**src/common/crt_ctrl_map.vh**
```
// register offsets, field layouts, reset values and commands of the crt address controller
`ifndef CRT_CTRL_MAP_VH
`define CRT_CTRL_MAP_VH

// apb byte offsets
`define REG_HTOTAL      12'h000
`define REG_HSYNC       12'h004
`define REG_ROWFMT      12'h008
`define REG_VFMT        12'h00c
`define REG_TABLE_START 12'h010
`define REG_AUX1        12'h014
`define REG_AUX2        12'h018
`define REG_BREAK1      12'h01c
`define REG_BREAK2      12'h020
`define REG_MODE        12'h024
`define REG_COMMAND     12'h028
`define REG_STATUS      12'h02c
`define REG_HOSTREG     12'h030

// mode register fields
`define MODE_BUF_LSB    0
`define MODE_ROWTABLE   2
`define MODE_ATTR       3
`define MODE_LINKED     4

// buffer configurations
`define BUF_NONE        2'h0
`define BUF_SINGLE      2'h1
`define BUF_DOUBLE      2'h2

// commands
`define CMD_RESET       8'h01
`define CMD_START       8'h02

// reset values
`define RST_HTOTAL      8'h63
`define RST_HSYNC_W     7'h07
`define RST_CHARS       8'h4f
`define RST_SCANS       5'h08
`define RST_ROWS        8'h17
`define RST_VSYNC_W     8'h02
`define RST_SCAN_TOTAL  11'h105

`endif

```
**src/rtl/crt_addr_ctrl.v**
```verilog
// crt timing and video memory address controller with apb register access
`timescale 1ns/1ps
`default_nettype none
`include "crt_ctrl_map.vh"

// Contract
// - 14-bit video address: upper eight output-only, lower six bidirectional.
// - double row buffer: drive address only during dma, float otherwise.
// - single row buffer: drive address during first scan of each row.
// - repetitive addressing: drive always except horizontal and vertical retrace.
// - row-table with single or repetitive: also drive at row-boundary retrace.
// - during register access low six lines are inputs selecting the register.
// - data bus carries register data only while strobe active, else floats outside attribute assemble mode.
// - dma takes data from memory for row table fetch or attribute latch; code runs dma only for the row table fetch.
// - attribute assemble mode drives data bus writing attribute to row buffer.
// - host strobes low; read drivers enabled only while strobe asserted.
// - register write data captured on rising trailing edge of strobe.
// - format 8-240 chars, 2-256 rows, 1-32 scans per row.
// - hsync 1-128 chars, vsync 2-256 lines, 4-2048 total scan lines.
// - binary addresses span 16K locations over 14 lines.
// - sequential mode starts frame at table start register, enabling scroll.
// - auxiliary and break registers hold a status row while screen rolls.
// - row-table mode fetches each row start from contiguous or linked table; code ignores the linked bit and reads the pointer at the row base.
// - no buffer: addresses output on every displayable scan line.
// - all timing derived from the character clock.
// - interrupt high, cleared when status register is read.
module crt_addr_ctrl #(
    parameter AW = 14
) (
    input  wire          pclk,
    input  wire          presetn,
    input  wire          psel,
    input  wire          penable,
    input  wire          pwrite,
    input  wire [11:0]   paddr,
    input  wire [31:0]   pwdata,
    output reg  [31:0]   prdata,
    output wire          pready,
    output wire          pslverr,
    input  wire          chip_strobe_n,
    input  wire [AW-1:0] video_mem_addr_in,
    output reg  [AW-1:0] video_mem_addr_out,
    output wire [AW-1:0] video_mem_addr_oe,
    input  wire [7:0]    video_data_bus_in,
    output reg  [7:0]    video_data_bus_out,
    output wire          video_data_bus_oe,
    output reg           horiz_sync,
    output reg           vert_sync,
    output reg           row_boundary_n,
    output reg           dma_active,
    output reg           interrupt
);

// =====================================================================
// registers
// =====================================================================
reg  [7:0]  htotal;
reg  [6:0]  hsync_w;
reg  [7:0]  chars;
reg  [4:0]  scans;
reg  [7:0]  rows;
reg  [7:0]  vsync_w;
reg  [10:0] scan_total;
reg  [13:0] table_start;
reg  [13:0] aux1;
reg  [13:0] aux2;
reg  [7:0]  break1;
reg  [7:0]  break2;
reg  [4:0]  mode;
reg         running;
reg  [7:0]  host_regs [0:63];
reg  [7:0]  host_wdata;
reg  [5:0]  host_sel;
reg         strobe_d;

// timing state
reg  [7:0]  hcnt;
reg  [10:0] line_cnt;
reg  [4:0]  scan_cnt;
reg  [7:0]  row_cnt;
reg  [13:0] row_base;
reg  [13:0] char_addr;
reg  [13:0] next_row_base;
reg  [1:0]  fetch_phase;
reg  [7:0]  fetch_lo;
reg  [7:0]  attr_latch;

wire        apb_wr = psel & penable & pwrite;
wire        apb_rd = psel & penable & ~pwrite;
wire        soft_reset = apb_wr && (paddr == `REG_COMMAND) && (pwdata[7:0] == `CMD_RESET);
wire        strobe_on = ~chip_strobe_n;
wire [1:0]  buf_cfg = mode[`MODE_BUF_LSB +: 2];
wire        rowtable = mode[`MODE_ROWTABLE];

// zero-wait slave, no error cases beyond unmapped reads as zero
assign pready  = 1'b1;
assign pslverr = 1'b0;

// =====================================================================
// apb write side and command decode
// =====================================================================
always @(posedge pclk or negedge presetn) begin
    if (!presetn) begin
        htotal      <= `RST_HTOTAL;
        hsync_w     <= `RST_HSYNC_W;
        chars       <= `RST_CHARS;
        scans       <= `RST_SCANS;
        rows        <= `RST_ROWS;
        vsync_w     <= `RST_VSYNC_W;
        scan_total  <= `RST_SCAN_TOTAL;
        table_start <= 14'h0000;
        aux1        <= 14'h0000;
        aux2        <= 14'h0000;
        break1      <= 8'hff;
        break2      <= 8'hff;
        mode        <= 5'h00;
        running     <= 1'b0;
    end else if (soft_reset) begin
        running <= 1'b0;
        mode    <= 5'h00;
    end else if (apb_wr) begin
        case (paddr)
            `REG_HTOTAL:      htotal <= (pwdata[7:0] < 8'h07) ? 8'h07 : pwdata[7:0];
            `REG_HSYNC:       hsync_w <= pwdata[6:0];
            `REG_ROWFMT: begin
                chars <= (pwdata[7:0] < 8'h07) ? 8'h07 :
                         (pwdata[7:0] > 8'hef) ? 8'hef : pwdata[7:0];
                scans <= pwdata[12:8];
            end
            `REG_VFMT: begin
                rows       <= (pwdata[7:0] == 8'h00) ? 8'h01 : pwdata[7:0];
                vsync_w    <= (pwdata[15:8] == 8'h00) ? 8'h01 : pwdata[15:8];
                scan_total <= (pwdata[26:16] < 11'h003) ? 11'h003 : pwdata[26:16];
            end
            `REG_TABLE_START: table_start <= pwdata[13:0];
            `REG_AUX1:        aux1 <= pwdata[13:0];
            `REG_AUX2:        aux2 <= pwdata[13:0];
            `REG_BREAK1:      break1 <= pwdata[7:0];
            `REG_BREAK2:      break2 <= pwdata[7:0];
            `REG_MODE:        mode <= pwdata[4:0];
            `REG_COMMAND: begin
                if (pwdata[7:0] == `CMD_START) begin
                    running <= 1'b1;
                end
            end
            default: ;
        endcase
    end
end

// =====================================================================
// host strobe port: latch on trailing edge
// =====================================================================
always @(posedge pclk or negedge presetn) begin
    if (!presetn) begin
        strobe_d   <= 1'b0;
        host_wdata <= 8'h00;
        host_sel   <= 6'h00;
    end else begin
        strobe_d <= strobe_on;
        if (strobe_on) begin
            host_wdata <= video_data_bus_in;
            host_sel   <= video_mem_addr_in[5:0];
        end
    end
end

// written on strobe release with values held during the low phase
always @(posedge pclk) begin
    if (strobe_d && !strobe_on) begin
        host_regs[host_sel] <= host_wdata;
    end
end

// =====================================================================
// raster timing, one count per character clock
// =====================================================================
wire line_end  = (hcnt == htotal);
wire row_end   = (scan_cnt == scans);
wire frame_end = (line_cnt == scan_total);
wire hretrace  = (hcnt > chars);
// rows past the programmed count are vertical retrace; 14 bits hold 256 rows of 32 scans
wire vdisplay  = (row_cnt <= rows) &&
                 ({3'h0, line_cnt} < ({6'h00, rows} + 14'h0001) * ({9'h000, scans} + 14'h0001));
wire first_scan = (scan_cnt == 5'h00);

always @(posedge pclk or negedge presetn) begin
    if (!presetn) begin
        hcnt           <= 8'h00;
        line_cnt       <= 11'h000;
        scan_cnt       <= 5'h00;
        row_cnt        <= 8'h00;
        horiz_sync     <= 1'b1;
        vert_sync      <= 1'b1;
        row_boundary_n <= 1'b1;
    end else if (!running || soft_reset) begin
        hcnt       <= 8'h00;
        line_cnt   <= 11'h000;
        scan_cnt   <= 5'h00;
        row_cnt    <= 8'h00;
        horiz_sync <= 1'b1;
        vert_sync  <= 1'b1;
        row_boundary_n <= 1'b1;
    end else begin
        hcnt <= line_end ? 8'h00 : hcnt + 8'h01;
        horiz_sync <= ~((hcnt > chars) && (hcnt <= chars + {1'b0, hsync_w} + 8'h01));
        if (line_end) begin
            line_cnt <= frame_end ? 11'h000 : line_cnt + 11'h001;
            // sync is decided for the coming line, so it closes with the frame
            vert_sync <= ~(!frame_end && (line_cnt + 11'h001 >= scan_total - {3'h0, vsync_w}));
            if (frame_end) begin
                scan_cnt <= 5'h00;
                row_cnt  <= 8'h00;
            end else if (row_end) begin
                scan_cnt <= 5'h00;
                row_cnt  <= row_cnt + 8'h01;
            end else begin
                scan_cnt <= scan_cnt + 5'h01;
            end
            // marker only for displayed rows; retrace rows get none
            row_boundary_n <= ~(frame_end || (row_end && (row_cnt < rows)));
        end else if (hcnt == 8'h00 && line_cnt == 11'h000) begin
            // first line after start is the top of row zero too
            row_boundary_n <= 1'b0;
        end
    end
end

// =====================================================================
// addressing: sequential with status rows, or row table fetch
// =====================================================================
wire dma_fetch_slot = rowtable && hretrace && first_scan && (hcnt > chars + 8'h01)
                      && (fetch_phase != 2'h3);

always @* begin
    next_row_base = row_base + {6'h00, chars} + 14'h0001;
    if (row_cnt == break1) begin
        next_row_base = aux1;
    end else if (row_cnt == break2) begin
        next_row_base = aux2;
    end
end

always @(posedge pclk or negedge presetn) begin
    if (!presetn) begin
        row_base    <= 14'h0000;
        char_addr   <= 14'h0000;
        fetch_phase <= 2'h0;
        fetch_lo    <= 8'h00;
        attr_latch  <= 8'h00;
        dma_active  <= 1'b0;
    end else if (!running || soft_reset) begin
        row_base    <= table_start;
        char_addr   <= table_start;
        fetch_phase <= 2'h0;
        dma_active  <= 1'b0;
    end else begin
        dma_active <= dma_fetch_slot && !strobe_on;
        if (dma_fetch_slot && !strobe_on) begin
            fetch_phase <= fetch_phase + 2'h1;
        end
        // memory answers while the launched address stands, one cycle after
        // the slot, so the byte belongs to the phase before the count
        if (dma_active && !strobe_on) begin
            if (fetch_phase == 2'h1) begin
                fetch_lo <= video_data_bus_in;
            end else if (fetch_phase == 2'h2) begin
                row_base <= {video_data_bus_in[5:0], fetch_lo};
            end
        end
        if (mode[`MODE_ATTR] && hcnt == 8'h00 && first_scan) begin
            attr_latch <= video_data_bus_in;
        end
        if (line_end) begin
            fetch_phase <= 2'h0;
            if (frame_end) begin
                row_base  <= table_start;
                char_addr <= table_start;
            end else if (row_end && !rowtable) begin
                row_base  <= next_row_base;
                char_addr <= next_row_base;
            end else begin
                char_addr <= row_base;
            end
        end else if (!hretrace) begin
            char_addr <= char_addr + 14'h0001;
        end
    end
end

// =====================================================================
// bus drive decisions
// =====================================================================
reg addr_drive;
always @* begin
    case (buf_cfg)
        `BUF_DOUBLE: addr_drive = dma_active;
        `BUF_SINGLE: addr_drive = first_scan && vdisplay;
        default:     addr_drive = !hretrace && vdisplay;
    endcase
    if (rowtable && buf_cfg != `BUF_DOUBLE && dma_active) begin
        addr_drive = 1'b1;
    end
    // the strobe owns the low lines, so every drive source yields to it
    if (!running || strobe_on) begin
        addr_drive = 1'b0;
    end
end

always @(posedge pclk or negedge presetn) begin
    if (!presetn) begin
        video_mem_addr_out <= {AW{1'b0}};
    end else if (dma_fetch_slot) begin
        video_mem_addr_out <= row_base + {12'h000, fetch_phase};
    end else begin
        video_mem_addr_out <= char_addr;
    end
end

// upper lines output-only, lower six share the register select
assign video_mem_addr_oe = {AW{addr_drive}};

wire attr_write = mode[`MODE_ATTR] && running && hcnt == 8'h01 && first_scan && !strobe_on;
assign video_data_bus_oe = (strobe_on && !strobe_d) ? 1'b0 :
                           strobe_on ? 1'b1 : attr_write;

always @(posedge pclk or negedge presetn) begin
    if (!presetn) begin
        video_data_bus_out <= 8'h00;
    end else if (strobe_on) begin
        video_data_bus_out <= host_regs[video_mem_addr_in[5:0]];
    end else begin
        video_data_bus_out <= attr_latch;
    end
end

// =====================================================================
// interrupt and apb read
// =====================================================================
always @(posedge pclk or negedge presetn) begin
    if (!presetn) begin
        interrupt <= 1'b0;
    end else if (running && line_end && frame_end) begin
        interrupt <= 1'b1; // set wins over the read clear
    end else if (apb_rd && paddr == `REG_STATUS) begin
        interrupt <= 1'b0;
    end
end

always @* begin
    case (paddr)
        `REG_HTOTAL:      prdata = {24'h0, htotal};
        `REG_HSYNC:       prdata = {25'h0, hsync_w};
        `REG_ROWFMT:      prdata = {19'h0, scans, chars};
        `REG_VFMT:        prdata = {5'h0, scan_total, vsync_w, rows};
        `REG_TABLE_START: prdata = {18'h0, table_start};
        `REG_AUX1:        prdata = {18'h0, aux1};
        `REG_AUX2:        prdata = {18'h0, aux2};
        `REG_BREAK1:      prdata = {24'h0, break1};
        `REG_BREAK2:      prdata = {24'h0, break2};
        `REG_MODE:        prdata = {27'h0, mode};
        `REG_STATUS:      prdata = {22'h0, running, interrupt, row_cnt};
        `REG_HOSTREG:     prdata = {18'h0, host_sel, host_wdata};
        default:          prdata = 32'h0;
    endcase
end

endmodule
`default_nettype wire

```
**config.mk**
```make
export PLATFORM = sky130hd
export DESIGN_NAME = crt_addr_ctrl
export DESIGN_NICKNAME = d
export VERILOG_FILES = /design/src/rtl/crt_addr_ctrl.v
export VERILOG_INCLUDE_DIRS = /design/src /design/src/common
export SDC_FILE = /design/constraint.sdc
export NUM_CORES = 1
export LEC_CHECK = 0
export ABC_AREA = 1
export BUFFER_PORTS_ARGS = -buffer_cell sky130_fd_sc_hd__buf_4
export CAP_MARGIN = 20
export CELL_PAD_IN_SITES_DETAIL_PLACEMENT = 1
export CELL_PAD_IN_SITES_GLOBAL_PLACEMENT = 2
export CORE_ASPECT_RATIO = 0.5
export CORE_MARGIN = 2
export CORE_UTILIZATION = 36
export DETAILED_ROUTE_END_ITERATION = 6
export PLACE_DENSITY_LB_ADDON = 0.1
export SLEW_MARGIN = 10
export SYNTH_ARGS = -nofsm -noshare
export SYNTH_HDL_FRONTEND = slang
export SYNTH_SLANG_ARGS = --single-unit
```
**constraint.sdc**
```tcl
create_clock -name pclk -period 8.4 [get_ports pclk]
set_input_delay 1.26 -clock pclk [delete_from_list [all_inputs] [get_ports pclk]]
set_output_delay 1.26 -clock pclk [all_outputs]
set_load 0.01 [all_outputs]
```
==> results.toml <==
[synth]
synth-seq-cells = 751
netlist_area_um2 = 38000
syn_area_per_cell_um2 = 9.55
synth_edf_count = 512
synthArstFlopShare = 0.318
syn_inst = 3976
yosysWarnings = 0
ys.flop_type = "edfxtp_1"
synth_cell_types = 58
seq_area_frac_synth = 0.564

[floorplanning]
core_um2 = 105000
die_w_um = 463
ios = 148
initial_core_util = 0.362
fp.dieArea_um2 = 108000
rows = 84
fp.dieH_um = 234

[cts]
cts_sinks = 751
clk_latency_ns = 0.67
path_clk_slew_ns = 0.07
root_buffer = "clkbuf_16"
cts_tree = "done"
numCtsBuffers = 76
htreeDepth = 3
clock_path_buffers = 3

[critical_path]
crit_required_ns = 7.14
critPathKind = "flip-flop to primary output"
endpoint_kind = "primary output"
crit_path_max_fanout = 14
crit_slowest_cell = "dfstp_2"
arrival_ns = 6.66
cp-start-kind = "flip-flop"
cpPeakStageDelay_ns = 0.62
crit_top_cell = "nand2_1"

[global_route]
grt_first_pass_wirelength_mm = 194
grtUsageTotal = 0.240
antenna_found_initial = 5
grt_pass1_vias = 29700
grt_overflow = 0
grt_max_degree = 176

[sta]
fin_tns_setup_ns = 0
slew_viol_final = 0
rsz0062_at_grt = "no"
fin_crit_sh = 0.943
worst_slack_ns = 0.481
period_needed_ns = 7.92
final_hold_viol_count = 0
timing.fmax_ghz = 0.126
setup_viol = 0
worst_pin_slew_ns = 1.02
slew_headroom = 0.315
clock-skew-final_ns = 0.0250

[layout]
nets = 4243
area_growth_pct = 12.1
fillers = 11900
final_core_util = 0.406
drive_gt1_frac = 0.0960

[power]
p_int_mw = 6.01
p_sw_frac = 0.250
switchingPower_mw = 2.01
seq_power_share = 0.503
pwr-share-comb = 0.066
clkPwrFrac = 0.431
power_leakage_nw = 17.2
ir_drop_v = 0.000136
pwr_density_cell_nw_per_um2 = 188

[route]
final_antenna_net_count = 0
num_vias = 29000
drtIter0Drc = 1833
routed_wl_mm = 129
post-route-drc-count = 0
via_per_inst = 5.27
dr.pass1.iters = 5
detail_route.wl_per_cell_um = 23.5

[placement]
post-dp-hpwl_mm = 87.1
portBuffers = 127
place.gp.congestion = 0.831
pre_cts_slack_ns = 1.06

[outcome]
status = "finished clean"

[run]
drv_cap = 0

[hold_path]
holdCritPathClass = "flip-flop to flip-flop"
[cells by family (layout without fill, tap and decap cells)]
logic type,after synthesis,in the layout,synth area share
flops,751,751,0.564
compound gates,824,824,0.120
xor+xnor,105,105,0.0242
buf+inv,508,612,0.0576
other cells,2,9,0.000198
simple gates,1636,1636,0.178
mux,3,3,0.000890
fa+ha+maj,147,147,0.0548
[metal layers]
| layer | GRT usage | part of all wire | up-vias |
|---|---|---|---|
| li1 | - | - | 13700 |
| met5 | 0 | 0.00023 | - |
| met2 | 0.402 | 0.47 | 532 |
| met4 | 0.0560 | 0.021 | 6 |
| met1 | 0.323 | 0.46 | 14700 |
| met3 | 0.0430 | 0.048 | 145 |
[final cells by class]
class                           instances  area, um2  share of cell area
Sequential cell                       751      21400               0.503
Timing Repair Buffer                  158       1250              0.0294
Antenna cell                            2       5.00            0.000118
Multi-Input combinational cell       2722      14400               0.339
Tap cell                             1419       1780              0.0417
Clock inverter                         41        447              0.0105
Clock buffer                           98       2030              0.0478
Inverter                              315       1190              0.0280
[synth_stat cells, drive strengths merged, types with 4 or more instances]
library cell,count,area [um2]
nor4,15,109
dfstp,40,1050
nand3,205,1040
clkinv,12,46.3
buf,119,719
nor3,34,180
a221oi,26,228
edfxtp,512,15400
a21o,4,30.0
nand2,812,3100
xor2,71,622
nand3b,6,45.0
o22ai,144,901
nor2,519,2010
clkbuf,74,280
or2,7,43.8
a31oi,6,37.5
nand4,37,238
fa,32,641
o21ai,498,2490
xnor2,34,298
dfrtp,199,4980
o211ai,11,82.6
inv,303,1140
a211oi,4,30.0
o21a,12,90.1
ha,115,1440
a21oi,101,517
[worst paths after layout]
path                                      startpoint                          to  slack, ns  cells after the start
max                              rows[0]$_DFFE_PN1P_        video_mem_addr_oe[4]       0.48                     29
max reg2reg                     chars[1]$_DFFE_PN1P_  fetch_phase[0]$_DFFE_PN0P_       4.27                     16
min reg2reg                attr_latch[3]$_DFFE_PN0P_   attr_latch[3]$_DFFE_PN0P_       0.49                      2
min in group asynchronous                    presetn         rows[7]$_DFFE_PN0P_       0.56                      1
min                        attr_latch[3]$_DFFE_PN0P_   attr_latch[3]$_DFFE_PN0P_       0.49                      2
max in group asynchronous                    presetn   host_wdata[7]$_DFFE_PN0N_       6.43                      2
[power by group through the flow]
| stage | Combinational (mW) | Sequential [mW] | Clock (mW) |
|---|---|---|---|
| after floorplan | 0.260 | 4.13 | 0 |
| after global placement | 0.527 | 4.11 | 0 |
| after detailed placement | 0.540 | 4.11 | 0 |
| after CTS | 0.541 | 4.03 | 3.54 |
| after global routing | 0.592 | 4.03 | 3.68 |
| final | 0.532 | 4.03 | 3.45 |
[registers in the layout, indices dropped and copies added, names as in the netlist, 11 cells and up]
signal / count
aux1: 14
aux2: 14
char_addr: 14
host_regs: 512
line_cnt: 11
row_base: 14
scan_total: 11
table_start: 14
video_mem_addr_out: 14
[worst max-delay path: cells and delay by family (launching register included)]
| kind | cells | cell delay (ns) |
|---|---|---|
| buffers and inverters | 6 | 0.70 |
| DFF | 1 | 0.62 |
| xor gates and xnor gates | 2 | 0.48 |
| adders and majority gates | 5 | 2.12 |
| and+or+nand+nor | 11 | 1.38 |
| AOI/OAI and AO/OA | 5 | 0.67 |
[per-stage QoR]
stage                     cells  power (mW)  hold slack, ns  area, um2
final                      5506        8.02           0.488      42600
after global routing       5504        8.31           0.522      42600
after CTS                  5503        8.11           0.490      42500
after detailed placement   5364        4.65           0.473      40000
after global placement     5364        4.64           0.467      40000
after floorplan            3981        4.39           0.448      38000
[what timing repair did]
| action | CTS | global route |
|---|---|---|
| setup endpoints to repair | 0 | 14 |
| gates resized for setup | 0 | 4 |
| hold buffers | 0 | 0 |
| hold endpoints to repair | 0 | 0 |
| setup buffers | 0 | 0 |
[cells in the final DEF (no fill, tap or decap), types with 5 or more instances in the layout]
cell,count
inv_1,290
o21ai_1,38
nor2_4,6
or2_2,7
clkinv_2,18
dfrtp_2,8
clkbuf_8,5
xnor2_1,34
nor4_1,14
inv_2,10
dfstp_2,40
buf_4,151
o21a_1,12
nand4_1,36
fa_1,32
a21oi_1,98
conb_1,7
nor2_2,10
o21ai_0,460
xor2_1,68
inv_6,5
a221oi_1,26
dfrtp_1,191
clkbuf_16,76
nand3_1,202
o22ai_1,144
nand2_1,796
nor3_1,31
edfxtp_1,512
nand3b_1,6
nor2_1,503
clkbuf_1,17
clkinv_1,17
ha_1,115
a31oi_1,6
o211ai_1,11
nand2_2,13
(Power assumes the default switching activity.)
